`config.mk`:
```
export PLATFORM = sky130hd
export DESIGN_NAME = nsu_top
export DESIGN_NICKNAME = d
export VERILOG_FILES = /design/src/design/nsu_alu.v /design/src/design/nsu_decode.v /design/src/design/nsu_top.v
export VERILOG_INCLUDE_DIRS = /design/src /design/src/design
export SDC_FILE = /design/constraint.sdc
export NUM_CORES = 1
export LEC_CHECK = 0
export ABC_AREA = 1
export ABC_CLOCK_PERIOD_IN_PS = 2000
export BUFFER_PORTS_ARGS = -buffer_cell sky130_fd_sc_hd__buf_4
export CAP_MARGIN = 10
export CORE_MARGIN = 4
export CORE_UTILIZATION = 45
export DETAILED_ROUTE_END_ITERATION = 10
export PLACE_DENSITY = 0.78
export SYNTH_ARGS = -nofsm -noshare
export SYNTH_HDL_FRONTEND = slang
export SYNTH_SLANG_ARGS = --single-unit
```
`constraint.sdc`:
```
create_clock -name CLK -period 2 [get_ports CLK]
set_input_delay 0 -clock CLK [delete_from_list [all_inputs] [get_ports CLK]]
set_output_delay 0 -clock CLK [all_outputs]
set_load 0.005 [all_outputs]
```
`src/design/nsu_defs.vh`:
```
// Purpose: constants of the nibble subtract unit
// Assumes: 16-bit instruction word, 4-bit data
// Notes: definitions only
`ifndef NSU_DEFS_VH
`define NSU_DEFS_VH
`define NSU_OPC_MSB 15
`define NSU_OPC_LSB 11
`define NSU_ROW_MSB 10
`define NSU_ROW_LSB 8
`define NSU_COL_MSB 7
`define NSU_COL_LSB 4
`define NSU_LOW_MSB 3
`define NSU_LOW_LSB 0
`define NSU_OPC_SUB_RM 5'h01
`define NSU_OPC_SUB_MI 5'h11
`define NSU_ADDR_W 11
`define NSU_BCD_BIAS 4'h6
`define NSU_RST_NIB 4'h0
`define NSU_RST_ADDR 11'h000
`endif

```
`src/design/nsu_alu.v`:
```
// Purpose: 4-bit binary or decimal subtract with borrow in
// Assumes: decimal operands are valid BCD digits
// Notes: combinational
`timescale 1ns/1ps
`include "nsu_defs.vh"
module nsu_alu (
	input wire [3:0] minuend,
	input wire [3:0] subtrahend,
	input wire borrow_in,
	input wire decimal,
	output reg [3:0] diff,
	output reg borrow_out
);
	reg [4:0] raw;
	always @* begin
		raw = {1'b0, minuend} - {1'b0, subtrahend} - {4'h0, borrow_in};
		borrow_out = raw[4];
		diff = raw[3:0];
		// decimal correction only on borrow; raw stays otherwise
		if (decimal && raw[4]) begin // RULE_08
			diff = raw[3:0] - `NSU_BCD_BIAS; // RULE_09
		end
	end
endmodule

```
`src/design/nsu_decode.v`:
```
// Purpose: split the instruction word and classify the subtract forms
// Assumes: the with-borrow form is flagged by the decoder, not by opcode
// Notes: purely combinational
`timescale 1ns/1ps
`include "nsu_defs.vh"
module nsu_decode (
	input wire [15:0] instr,
	input wire borrow_form,
	output wire is_reg_form,
	output wire is_imm_form,
	output wire use_borrow,
	output wire [2:0] row_field,
	output wire [3:0] column_field,
	output wire [3:0] low_field
);
	wire [4:0] opc;
	assign opc = instr[`NSU_OPC_MSB:`NSU_OPC_LSB];
	assign row_field = instr[`NSU_ROW_MSB:`NSU_ROW_LSB];
	assign column_field = instr[`NSU_COL_MSB:`NSU_COL_LSB];
	assign low_field = instr[`NSU_LOW_MSB:`NSU_LOW_LSB];
	// borrow form opcode is supplied by the decoder strobe only
	assign is_reg_form = (opc == `NSU_OPC_SUB_RM) | borrow_form; // RULE_01
	assign is_imm_form = (opc == `NSU_OPC_SUB_MI) & ~borrow_form; // RULE_12
	assign use_borrow = borrow_form; // RULE_15
endmodule

```
`src/design/nsu_top.v`:
```
// Purpose: subtract datapath of a 4-bit controller core
// Assumes: one clock, operands presented by decoder and data memory
// Notes: one instruction per ISSUE pulse, result one cycle later
// What this block does
// RULE_01: the register-minus-memory form decodes from a 5-bit opcode then row, column and register fields.
// RULE_02: with compare clear that form writes register minus memory back into the register.
// RULE_03: with compare set no form writes its difference but carry and zero still update.
// RULE_04: carry is set on a borrow and cleared otherwise, whatever compare is.
// RULE_05: a nonzero result always clears zero.
// RULE_06: a zero result with compare clear sets zero.
// RULE_07: a zero result with compare set leaves zero untouched.
// RULE_08: the decimal flag selects binary or decimal subtraction.
// RULE_09: with decimal set and compare clear the corrected difference is written.
// RULE_10: the register operand uses only its column, in the row the register pointer picks.
// RULE_11: with the offset enable set the memory address is the offset pointer ORed with the operand.
// RULE_12: the memory-minus-immediate form decodes its opcode, fields and low immediate nibble.
// RULE_13: with compare clear that form writes memory minus immediate back to memory.
// RULE_14: with compare set that form leaves memory unchanged and updates only flags.
// RULE_15: the with-borrow form subtracts memory and carry from the register.
// RULE_16: the with-borrow form stores only when compare is clear.
// RULE_17: software starts a multi-nibble compare with compare and zero both set.
`timescale 1ns/1ps
`include "nsu_defs.vh"
module nsu_top (
	input wire CLK,
	input wire RSTN,
	input wire CE,
	input wire ISSUE,
	input wire BORROW_FORM,
	input wire [15:0] INSTR,
	input wire [3:0] MEM_RDATA,
	input wire [3:0] REG_RDATA,
	input wire [2:0] REGISTER_POINTER_HIGH,
	input wire [3:0] REGISTER_POINTER_LOW,
	input wire [10:0] OFFSET_POINTER,
	input wire OFFSET_POINTER_ENABLE,
	input wire COMPARE_FLAG,
	input wire DECIMAL_FLAG,
	input wire FLAG_LOAD,
	input wire CARRY_LOAD_VAL,
	input wire ZERO_LOAD_VAL,
	output reg [10:0] MEM_ADDR,
	output reg [10:0] REG_ADDR,
	output reg MEM_WE,
	output reg REG_WE,
	output reg [3:0] WDATA,
	output reg CARRY_FLAG,
	output reg ZERO_FLAG,
	output reg DONE
);
	reg rst_s1_reg;
	reg rst_s2_reg;
	wire rst_n;
	wire is_reg;
	wire is_imm;
	wire use_borrow;
	wire [2:0] row_field;
	wire [3:0] column_field;
	wire [3:0] low_field;
	wire [3:0] diff;
	wire borrow;
	reg [3:0] minuend;
	reg [3:0] subtrahend;
	reg [10:0] mem_addr_next;
	reg [10:0] reg_addr_next;

	// effective address: operand ORed with the offset pointer when enabled
	function [10:0] eff_addr;
		input [10:0] operand;
		input [10:0] offset;
		input en;
		begin
			eff_addr = en ? (operand | offset) : operand; // RULE_11
		end
	endfunction

	always @(posedge CLK or negedge RSTN) begin
		if (!RSTN) begin
			rst_s1_reg <= 1'b0;
			rst_s2_reg <= 1'b0;
		end else begin
			rst_s1_reg <= 1'b1;
			rst_s2_reg <= rst_s1_reg;
		end
	end
	assign rst_n = rst_s2_reg;

	nsu_decode u_dec (
		.instr(INSTR),
		.borrow_form(BORROW_FORM),
		.is_reg_form(is_reg),
		.is_imm_form(is_imm),
		.use_borrow(use_borrow),
		.row_field(row_field),
		.column_field(column_field),
		.low_field(low_field)
	);

	always @* begin
		mem_addr_next = eff_addr({4'h0, row_field, column_field},
			OFFSET_POINTER, OFFSET_POINTER_ENABLE);
		// register side: pointer row, instruction's low field as column
		reg_addr_next = {REGISTER_POINTER_HIGH, REGISTER_POINTER_LOW,
			low_field}; // RULE_10
		if (is_imm) begin
			minuend = MEM_RDATA;
			subtrahend = low_field; // RULE_13
		end else begin
			minuend = REG_RDATA; // RULE_02
			subtrahend = MEM_RDATA;
		end
	end

	nsu_alu u_alu (
		.minuend(minuend),
		.subtrahend(subtrahend),
		.borrow_in(use_borrow & CARRY_FLAG), // RULE_15
		.decimal(DECIMAL_FLAG),
		.diff(diff),
		.borrow_out(borrow)
	);

	always @(posedge CLK or negedge rst_n) begin
		if (!rst_n) begin
			MEM_ADDR <= `NSU_RST_ADDR;
			REG_ADDR <= `NSU_RST_ADDR;
			MEM_WE <= 1'b0;
			REG_WE <= 1'b0;
			WDATA <= `NSU_RST_NIB;
			CARRY_FLAG <= 1'b0;
			ZERO_FLAG <= 1'b0;
			DONE <= 1'b0;
		end else if (CE) begin
			MEM_ADDR <= mem_addr_next;
			REG_ADDR <= reg_addr_next;
			MEM_WE <= 1'b0;
			REG_WE <= 1'b0;
			DONE <= 1'b0;
			if (ISSUE && (is_reg || is_imm)) begin
				WDATA <= diff; // RULE_09
				DONE <= 1'b1;
				// compare mode suppresses the write, flags still move
				REG_WE <= is_reg & ~COMPARE_FLAG; // RULE_03 RULE_16
				MEM_WE <= is_imm & ~COMPARE_FLAG; // RULE_14
				CARRY_FLAG <= borrow; // RULE_04
				if (diff != 4'h0) begin
					ZERO_FLAG <= 1'b0; // RULE_05
				end else if (!COMPARE_FLAG) begin
					ZERO_FLAG <= 1'b1; // RULE_06
				end
				// zero with compare set keeps the chained result
				// RULE_07
			end else if (FLAG_LOAD) begin
				// software presets flags before a compare chain
				CARRY_FLAG <= CARRY_LOAD_VAL; // RULE_17
				ZERO_FLAG <= ZERO_LOAD_VAL;
			end
		end
	end
endmodule

```
==> impl_metrics.tcl, run 1 <==
set metrics [dict create \
    cts_max_level 2 \
    hold_violations 0 \
    max_clock_freq_mhz 459.1 \
    powerDensity_mw_per_mm2 641.7 \
    path_clk_slew_ps 60 \
    drc_errors 0 \
    status "complete, but fails checks" \
    place.gp.congestion 0.8428 \
    num-nets-final 402 \
    drv_cap 0 \
    grt_pass1_vias 1845 \
    max_slew_margin_pct 60.53 \
    yosysUniqueCellTypes 27 \
    hpwl_um 3632 \
    io_buffer_count 83 \
    yosys_warnings 0 \
    syn_to_final_growth_pct 63.23 \
    cts_buffers 5 \
    firstDrtPassIters 4 \
    synth_nets 281 \
    hold_start "INSTR[9]" \
    p_total_mw 1.882 \
    cts_tree "yes" \
    r2r_cells 14 \
    fin_crit_ps 2178 \
    drive_above_1_share_pct 43.27 \
    die_h_um 71.19 \
    r2r-start "CARRY_FLAG" \
    overflow 0 \
    post-route-util_pct 77.77 \
    cp_cell_sequence "nand2_1 > inv_2 > fa_2 > inv_2 > fa_2 > ha_4 > inv_2 > nand4_1 > nand2_2 > nand3_2 > nand3_1 > nand2_1 > nand2_1 > nand2_1" \
    arrival_ps 2340 \
    ir_drop_uv 370.3 \
    root_buffer "clkbuf_8" \
    synth_async_sr_flop_share_pct 100.0 \
    clock_path_buffers 2 \
    seq_area_frac_synth_pct 45.96 \
    synth_area_per_cell_um2 8.130 \
    antenna_left 0 \
    grt_pass1_wl_um 8217 \
    crit_path_end_kind "flip-flop" \
    routed_wl_um 5110 \
    violations "negative setup slack" \
    antenna_found_initial 0 \
    die_w_um 71.19 \
    ios 84 \
    drtIter0Drc 67 \
    setup_ws_ps -178.0 \
    fin_worst_skew_ps 1.620 \
    tns_ps -341.3 \
    timing.rr.end "ZERO_FLAG" \
    nFillCells 273 \
    crit_top_cell "nand2_1" \
    top_regs "MEM_ADDR: 11 flops, REG_ADDR: 11 flops, WDATA: 4 flops" \
    vias 1856 \
    ys.flop_type "dfrtp_1" \
    synth_edf_count 0 \
    crit_type "flip-flop to flip-flop" \
    path_max_fanout 2 \
    fin_crit_sh_pct 108.9 \
    grt_max_degree 32 \
    worst_pin_slew_ps 591.3 \
    wl_per_cell_um 13.10 \
    worstSkewPairLatency_ps 270 \
    critPathLaunchType "flip-flop" \
    min_path_type "primary input to flip-flop" \
    ys_seq_elements 33 \
    synth_area_mm2 0.001797 \
    crit_required_ps 2160 \
    post-place-ws_ps -314.7 \
    start_util_pct 47.64 \
    finalSetupViolations 2 \
    max_stage_delay_ps 460 \
    synth_top_area_cell "dfrtp_1" \
    p_leak_nw 1.620 \
    synth_top_area_share_pct 45.96 \
    netlist_instances 221 \
    vias_per_cell 4.759 \
    hold_depth 3 \
    n_antenna_cell 0 \
    cp_slowest_cell "fa_2" \
    report.final.slew_viol_count 0 \
    hold_end "MEM_ADDR[5]" \
    rrSetupSlack_ps -180 \
    rsz0062_at_grt "yes" \
    synthTopCellsByArea "dfrtp_1, nand2_1, inv_1, ha_1, nand2_2" \
    cts.sinks 33 \
    core_mm2 0.003771 \
    track_usage_pct 20.42 \
    die-area_mm2 0.005067 \
    fp-row-count 22 \
]
-- logic make-up (layout without fill, tap and decap cells) --
kind of cell             Yosys count  count (layout)  share of synthesized area (%)
buffers and inverters             31             152                          6.755
adder cells (fa/ha/maj)            7               7                          5.710
multiplexers                       3               3                          1.671
AO/OA/AOI/OAI                     23              23                          7.660
other                              1               1                         0.2087
flip-flops                        33              33                          45.96
AND/OR/NAND/NOR                  123             123                          32.03
-- worst max-delay path, delay by kind of cell, from the launching register on --
family	cells	cell delay (ps)
simple gates	8	530
flops	1	380
fa+ha+maj	3	980
buf+inv	3	170
-- power by group --
part	switching, mW	internal (mW)
sequential	0.0391	0.741
combinational	0.291	0.334
clock	0.205	0.272
-- cells in the mapped netlist, types with 2 or more instances --
cell type	instances
nor2_1	3
o31ai_1	2
clkbuf_1	3
o21ai_0	10
a21oi_1	7
nand3_1	11
nor2_2	2
inv_1	22
nand2_2	9
mux2i_1	3
nand2_1	86
nand3_2	3
ha_1	5
dfrtp_1	33
fa_1	2
nand2_4	3
buf_2	4
inv_2	2
nor2_4	2
nand4_1	2
-- per-stage QoR --
step                      hold WS [ps]  area (um2)  std cells
after floorplan                 -295.6        1853        221
after global placement          -216.4        2611        360
after detailed placement        -212.9        2611        360
after CTS                        13.48        2898        387
after global routing             23.22        2933        390
final                            13.60        2933        390
-- worst max path at each step --
stage               startpoint         to  slack [ps]  cells after the start
finish              CARRY_FLAG  ZERO_FLAG        -180                     14
global route        CARRY_FLAG  ZERO_FLAG        -360                     15
CTS                 CARRY_FLAG  ZERO_FLAG        -190                     15
detailed placement   INSTR[14]  ZERO_FLAG        -310                     17
global placement     INSTR[14]  ZERO_FLAG        -240                     18
floorplan            INSTR[14]  ZERO_FLAG        -190                     18
-- per-layer routing --
metal	vias to the layer above	routed length [um]	GRT usage (%)
li1	928	-	-
met1	852	1873	23.04
met2	68	2725	37.14
met3	8	447	5.824
met4	0	63	5.846
met5	-	0	0
-- area by class of cell --
type / count / area [um2] / area share (%)
sequential: 33 / 825.8 / 28.16
tap: 48 / 60.06 / 2.048
inverter: 24 / 107.6 / 3.669
clock buffer: 7 / 86.33 / 2.944
multi-input combinational: 157 / 899.6 / 30.67
timing repair buffer: 121 / 953.4 / 32.51
-- what timing repair did --
action                     4_1_cts  5_1_grt
setup buffers                    2        3
resized for setup                2        3
hold endpoints to repair        20        0
cloned                           0        0
hold buffers                    18        0
pin swaps                       10        4
setup endpoints to repair        3        5
-- cells in the final DEF (no fill, tap or decap), types with 3 or more instances in the layout --
cell           netlist  layout
buf_4                0     103
nand2_1             86      83
dfrtp_1             33      33
dlygate4sd3_1        0      18
inv_1               22      16
nand2_2              9      10
o21ai_0             10      10
nand3_1             11       8
a21oi_1              7       7
inv_2                2       6
nand3_2              3       6
clkbuf_8             0       6
nand2_4              3       5
ha_1                 5       4
mux2i_1              3       3
nor2_1               3       3
(Power assumes the default switching activity.)
==> inputs of run 2 (changes only) <==
CORE_UTILIZATION = 35   (was 45)
PLACE_DENSITY = not set   (was 0.78)
==> run 2 against run 1 <==
The run still ends with negative setup slack left. Critical path type unchanged. Critical path depth is the same. Clock skew hardly changed. Register-to-register slack barely moved. Total power is 1.8% lower. Utilization shrank 17 points. Count of clock-buffer cells in the layout decreased by 1. Worst hold slack got worse by 12 ps. Fmax fell by 0.25%.
==> impl_metrics.tcl, run 2 (synthesis results as in run 1) <==
set metrics [dict create \
    status "complete, but fails checks" \
    violations "negative setup slack" \
    wl_per_cell_um 11.92 \
    cts.sinks 33 \
    firstDrtPassIters 5 \
    syn_to_final_growth_pct 63.37 \
    overflow 0 \
    endpoint "ZERO_FLAG" \
    r2r-start "CARRY_FLAG" \
    ios 84 \
    clock_path_buffers 2 \
    fin_crit_sh_pct 109.2 \
    report.final.slew_viol_count 0 \
    crit_path_end_kind "flip-flop" \
    place.gp.congestion 0.7876 \
    fp-row-count 25 \
    hold_violations 0 \
    die_w_um 79.65 \
    post-route-util_pct 60.54 \
    die_h_um 79.65 \
    drive_above_1_share_pct 42.94 \
    cts_max_level 2 \
    crit_required_ps 2170 \
    arrival_ps 2360 \
    ir_drop_uv 289.3 \
    antenna_left 0 \
    start_util_pct 37.06 \
    powerDensity_mw_per_mm2 629.8 \
    finalSetupViolations 2 \
    num-nets-final 399 \
    vias_per_cell 4.337 \
    grt_max_degree 33 \
    antenna_found_initial 0 \
    worstSkewPairLatency_ps 280 \
    drv_cap 0 \
    timing.rr.end "ZERO_FLAG" \
    cts_buffers 5 \
    nFillCells 457 \
    p_leak_nw 1.606 \
    fin_crit_ps 2184 \
    track_usage_pct 16.26 \
    grt_pass1_wl_um 8093 \
    rsz0062_at_grt "yes" \
    grt_pass1_vias 1771 \
    routed_wl_um 4852 \
    drtIter0Drc 65 \
    die-area_mm2 0.006344 \
    path_clk_slew_ps 70 \
    min_path_type "primary input to flip-flop" \
    critPathLaunchType "flip-flop" \
    top_regs "MEM_ADDR: 11 flops, REG_ADDR: 11 flops, WDATA: 4 flops" \
    vias 1765 \
    final_cell_mix "buf_4, nand2_1, dfrtp_1" \
    drc_errors 0 \
    core_mm2 0.004848 \
    setup_ws_ps -183.6 \
    io_buffer_count 83 \
    max_clock_freq_mhz 458.0 \
    n_antenna_cell 0 \
    fin_worst_skew_ps 1.178 \
    cp-startpoint "CARRY_FLAG" \
    mostFrequentLayoutCell "buf_4" \
    rrSetupSlack_ps -180 \
    root_buffer "clkbuf_8" \
    r2r_cells 14 \
    tns_ps -332.7 \
    crit_type "flip-flop to flip-flop" \
    hpwl_um 3639 \
    path_max_fanout 3 \
    cts_tree "yes" \
]
run 2: changes by cell type in the layout (fill, tap and decap cells not counted), sizes merged:
cell,change
dlygate4sd3,+1
clkinv,+2
clkbuf,-1
buf,-4
run 2: worst min path at each step:
stage / startpoint / to / slack (ps) / cells after the start
2_1_floorplan: RSTN / rst_n / -300 / 0
3_3_place_gp: RSTN / rst_n / -220 / 1
3_5_place_dp: RSTN / rst_s1_reg / -220 / 1
4_1_cts: INSTR[4] / MEM_ADDR[0] / 3 / 3
5_1_grt: INSTR[4] / MEM_ADDR[0] / 5 / 3
6_report: INSTR[4] / MEM_ADDR[0] / 2 / 3
run 2: through the flow:
stage | hold slack (ps) | setup WS, ps | total power [mW] | instance area, um2 | cells
floorplan | -295.6 | -185.2 | 1.061 | 1853 | 221
global placement | -217.0 | -284.4 | 1.339 | 2635 | 379
detailed placement | -216.9 | -326.3 | 1.346 | 2635 | 379
CTS | 3.407 | -213.7 | 1.863 | 2920 | 407
global route | 5.280 | -333.7 | 1.985 | 2935 | 407
finish | 1.711 | -183.6 | 1.849 | 2935 | 407
run 2: report_power, final:
group,switching (mW),internal [mW],leakage (nW)
Sequential,0.0378,0.740,0.407
Clock,0.233,0.241,0.0450
Combinational,0.274,0.323,1.15
Total,0.545,1.30,1.61
run 2: worst max-delay path, stage by stage, from the launching register on:
cell     delay (ps)
dfrtp_1         390
nand2_1          70
inv_2            40
fa_2            340
inv_2            80
fa_2            460
ha_4            180
inv_4            50
nand4_1          60
nand2_1         100
nand3_2          70
nand3_1          90
nand2_1          50
nand2_1          50
nand2_1          40
run 2: what timing repair did:
item	in CTS	in global routing
buffers inserted	1	0
hold buffers	19	0
setup endpoints to repair	3	4
gates resized for setup	2	5
endpoints found under the hold margin	21	0
pin swaps	9	8
run 2: layout make-up:
cell class                      count  area (um2)  area share, %
Clock inverter                      2       10.01         0.3410
Inverter                           24       110.1          3.751
Timing Repair Buffer              118       933.4          31.80
Clock buffer                        6       72.57          2.472
Multi-Input combinational cell    157       899.6          30.65
Sequential cell                    33       825.8          28.13
Tap cell                           67       83.83          2.856
run 2: routing by layer:
layer  track usage, %  share of wire, %  vias up
met4            4.124               1.1        0
met5                0                 0        -
li1                 -                 -      922
met3            4.628               7.7        5
met1            20.00                44      780
met2            27.88                47       58
==> inputs of run 3 (changes only) <==
SETUP_SLACK_MARGIN = 0.1   (was not set)
==> run 3 against run 2 <==
The run still ends with negative setup slack left. Clock power increased by 4%. Via count increased by 2.5%. Count of clock-buffer cells in the layout increased by 1. Register-to-register slack got worse by 30 ps. Flip-flop and latch count unchanged. Critical path type unchanged. Critical endpoint unchanged. Highest routed layer unchanged.
==> impl_metrics.tcl, run 3 (synthesis results as in run 1) <==
set metrics [dict create \
    crit_type "flip-flop to flip-flop" \
    critPathLaunchType "flip-flop" \
    timing.rr.end "ZERO_FLAG" \
    met1_length_um 2055 \
    fin_crit_sh_pct 110.7 \
    rrSetupSlack_ps -210 \
    fin_area_mm2 0.002954 \
    finalSetupViolations 2 \
    fin_crit_ps 2214 \
    place.gp.congestion 0.7683 \
    cp_cell_sequence "nand2_1 > inv_2 > fa_2 > inv_2 > fa_2 > ha_4 > inv_2 > nand4_1 > nand2_1 > nand3_1 > nand3_2 > nand2_1 > nand2_1 > nand2_1" \
    p_leak_nw 1.609 \
    io_buffer_count 83 \
    hold_end "MEM_ADDR[2]" \
    routed_wl_um 4932 \
    antenna_left 0 \
    r2r_cells 14 \
    crit_top_cell "nand2_1" \
    mostFrequentLayoutCell "buf_4" \
    hpwl_um 3740 \
    grt_pass1_vias 1869 \
    rsz0062_at_grt "yes" \
    powerDensity_mw_per_mm2 636.4 \
    postPlaceCellArea_mm2 0.002635 \
    crit_path_end_kind "flip-flop" \
    wl_met3_um 433 \
    path_clk_slew_ps 60 \
    syn_to_final_growth_pct 64.41 \
    grt_pass1_wl_um 8286 \
    die_w_um 79.65 \
    max_clock_freq_mhz 451.6 \
    tns_ps -389.4 \
    cts_tree "yes" \
    arrival_ps 2390 \
    drv_cap 0 \
    p_total_mw 1.880 \
    ios 84 \
    wl_met2_um 2388 \
    r2r-start "CARRY_FLAG" \
    top_regs "MEM_ADDR: 11 flops, REG_ADDR: 11 flops, WDATA: 4 flops" \
    report.final.slew_viol_count 0 \
    final_cell_mix "buf_4, nand2_1, dfrtp_1" \
    drtIter0Drc 69 \
    worstSkewPairLatency_ps 280 \
    hold_violations 0 \
    clock_path_buffers 2 \
    hold_depth 3 \
    violations "negative setup slack" \
    fin_worst_hold_slack_ps 7.905 \
    hold_start "INSTR[6]" \
    overflow 0 \
    fp-row-count 25 \
    die-area_mm2 0.006344 \
    status "complete, but fails checks" \
    cts_buffers 5 \
    vias_per_cell 4.456 \
    n_antenna_cell 0 \
    grt_max_degree 30 \
    post-route-util_pct 60.93 \
    cts_max_level 2 \
    track_usage_pct 16.73 \
    setup_ws_ps -214.5 \
    antenna_found_initial 0 \
    drc_errors 0 \
    start_util_pct 37.06 \
    cts.sinks 33 \
    crit_required_ps 2170 \
    drive_above_1_share_pct 43.07 \
    max_stage_delay_ps 460 \
    fin_worst_skew_ps 1.279 \
    core_mm2 0.004848 \
    firstDrtPassIters 4 \
    ir_drop_uv 255.2 \
    maxUsedRoutingLayer "met4" \
    die_h_um 79.65 \
    min_path_type "primary input to flip-flop" \
    vias 1809 \
    num-nets-final 399 \
    root_buffer "clkbuf_8" \
    wl_per_cell_um 12.15 \
    cp_slowest_cell "fa_2" \
    path_max_fanout 3 \
]
-- run 3: worst max-delay path by stage --
stage	from	end	slack (ps)	cells after the start
after CTS	CARRY_FLAG	ZERO_FLAG	-190	15
after global routing	CARRY_FLAG	ZERO_FLAG	-350	15
final	CARRY_FLAG	ZERO_FLAG	-210	14
after global placement	INSTR[14]	ZERO_FLAG	-280	22
after floorplan	INSTR[14]	ZERO_FLAG	-190	18
after detailed placement	INSTR[14]	ZERO_FLAG	-330	19
-- run 3: layout make-up --
class / instances / area, um2
fillers: 448 / 1894
well taps: 67 / 83.83
clock buffers: 7 / 86.33
repair buffers: 118 / 930.9
multi-input cells: 157 / 919.6
flip-flops and latches: 33 / 825.8
inverters: 24 / 107.6
-- run 3: power by group --
| part | total, mW | switching [mW] | internal (mW) |
|---|---|---|---|
| logic | 0.608 | 0.283 | 0.325 |
| registers | 0.779 | 0.0383 | 0.740 |
| clock network | 0.493 | 0.220 | 0.273 |
-- run 3: what timing repair did --
item / CTS / global route
resized for setup: 1 / 8
hold endpoints to repair: 20 / 0
endpoints found under the setup margin: 5 / 5
setup buffers: 1 / 1
gates cloned: 0 / 0
hold buffers: 18 / 0
pin swaps: 8 / 7
-- run 3: per-layer routing --
metal	GRT usage [%]	vias up
li1	-	925
met1	19.49	819
met2	29.22	61
met3	4.515	4
met4	6.186	0
met5	0	-
-- run 3: per-stage QoR --
step,setup slack (ps),instances
floorplan,-185.2,221
global placement,-281.2,379
detailed placement,-326.9,379
CTS,-186.7,405
global route,-346.1,406
finish,-214.5,406
-- run 3: critical path, delay by kind of cell, from the launching register on --
family        cells  cell delay [ps]
fa+ha+maj         3              980
buf+inv           3              180
flops             1              380
simple gates      8              570
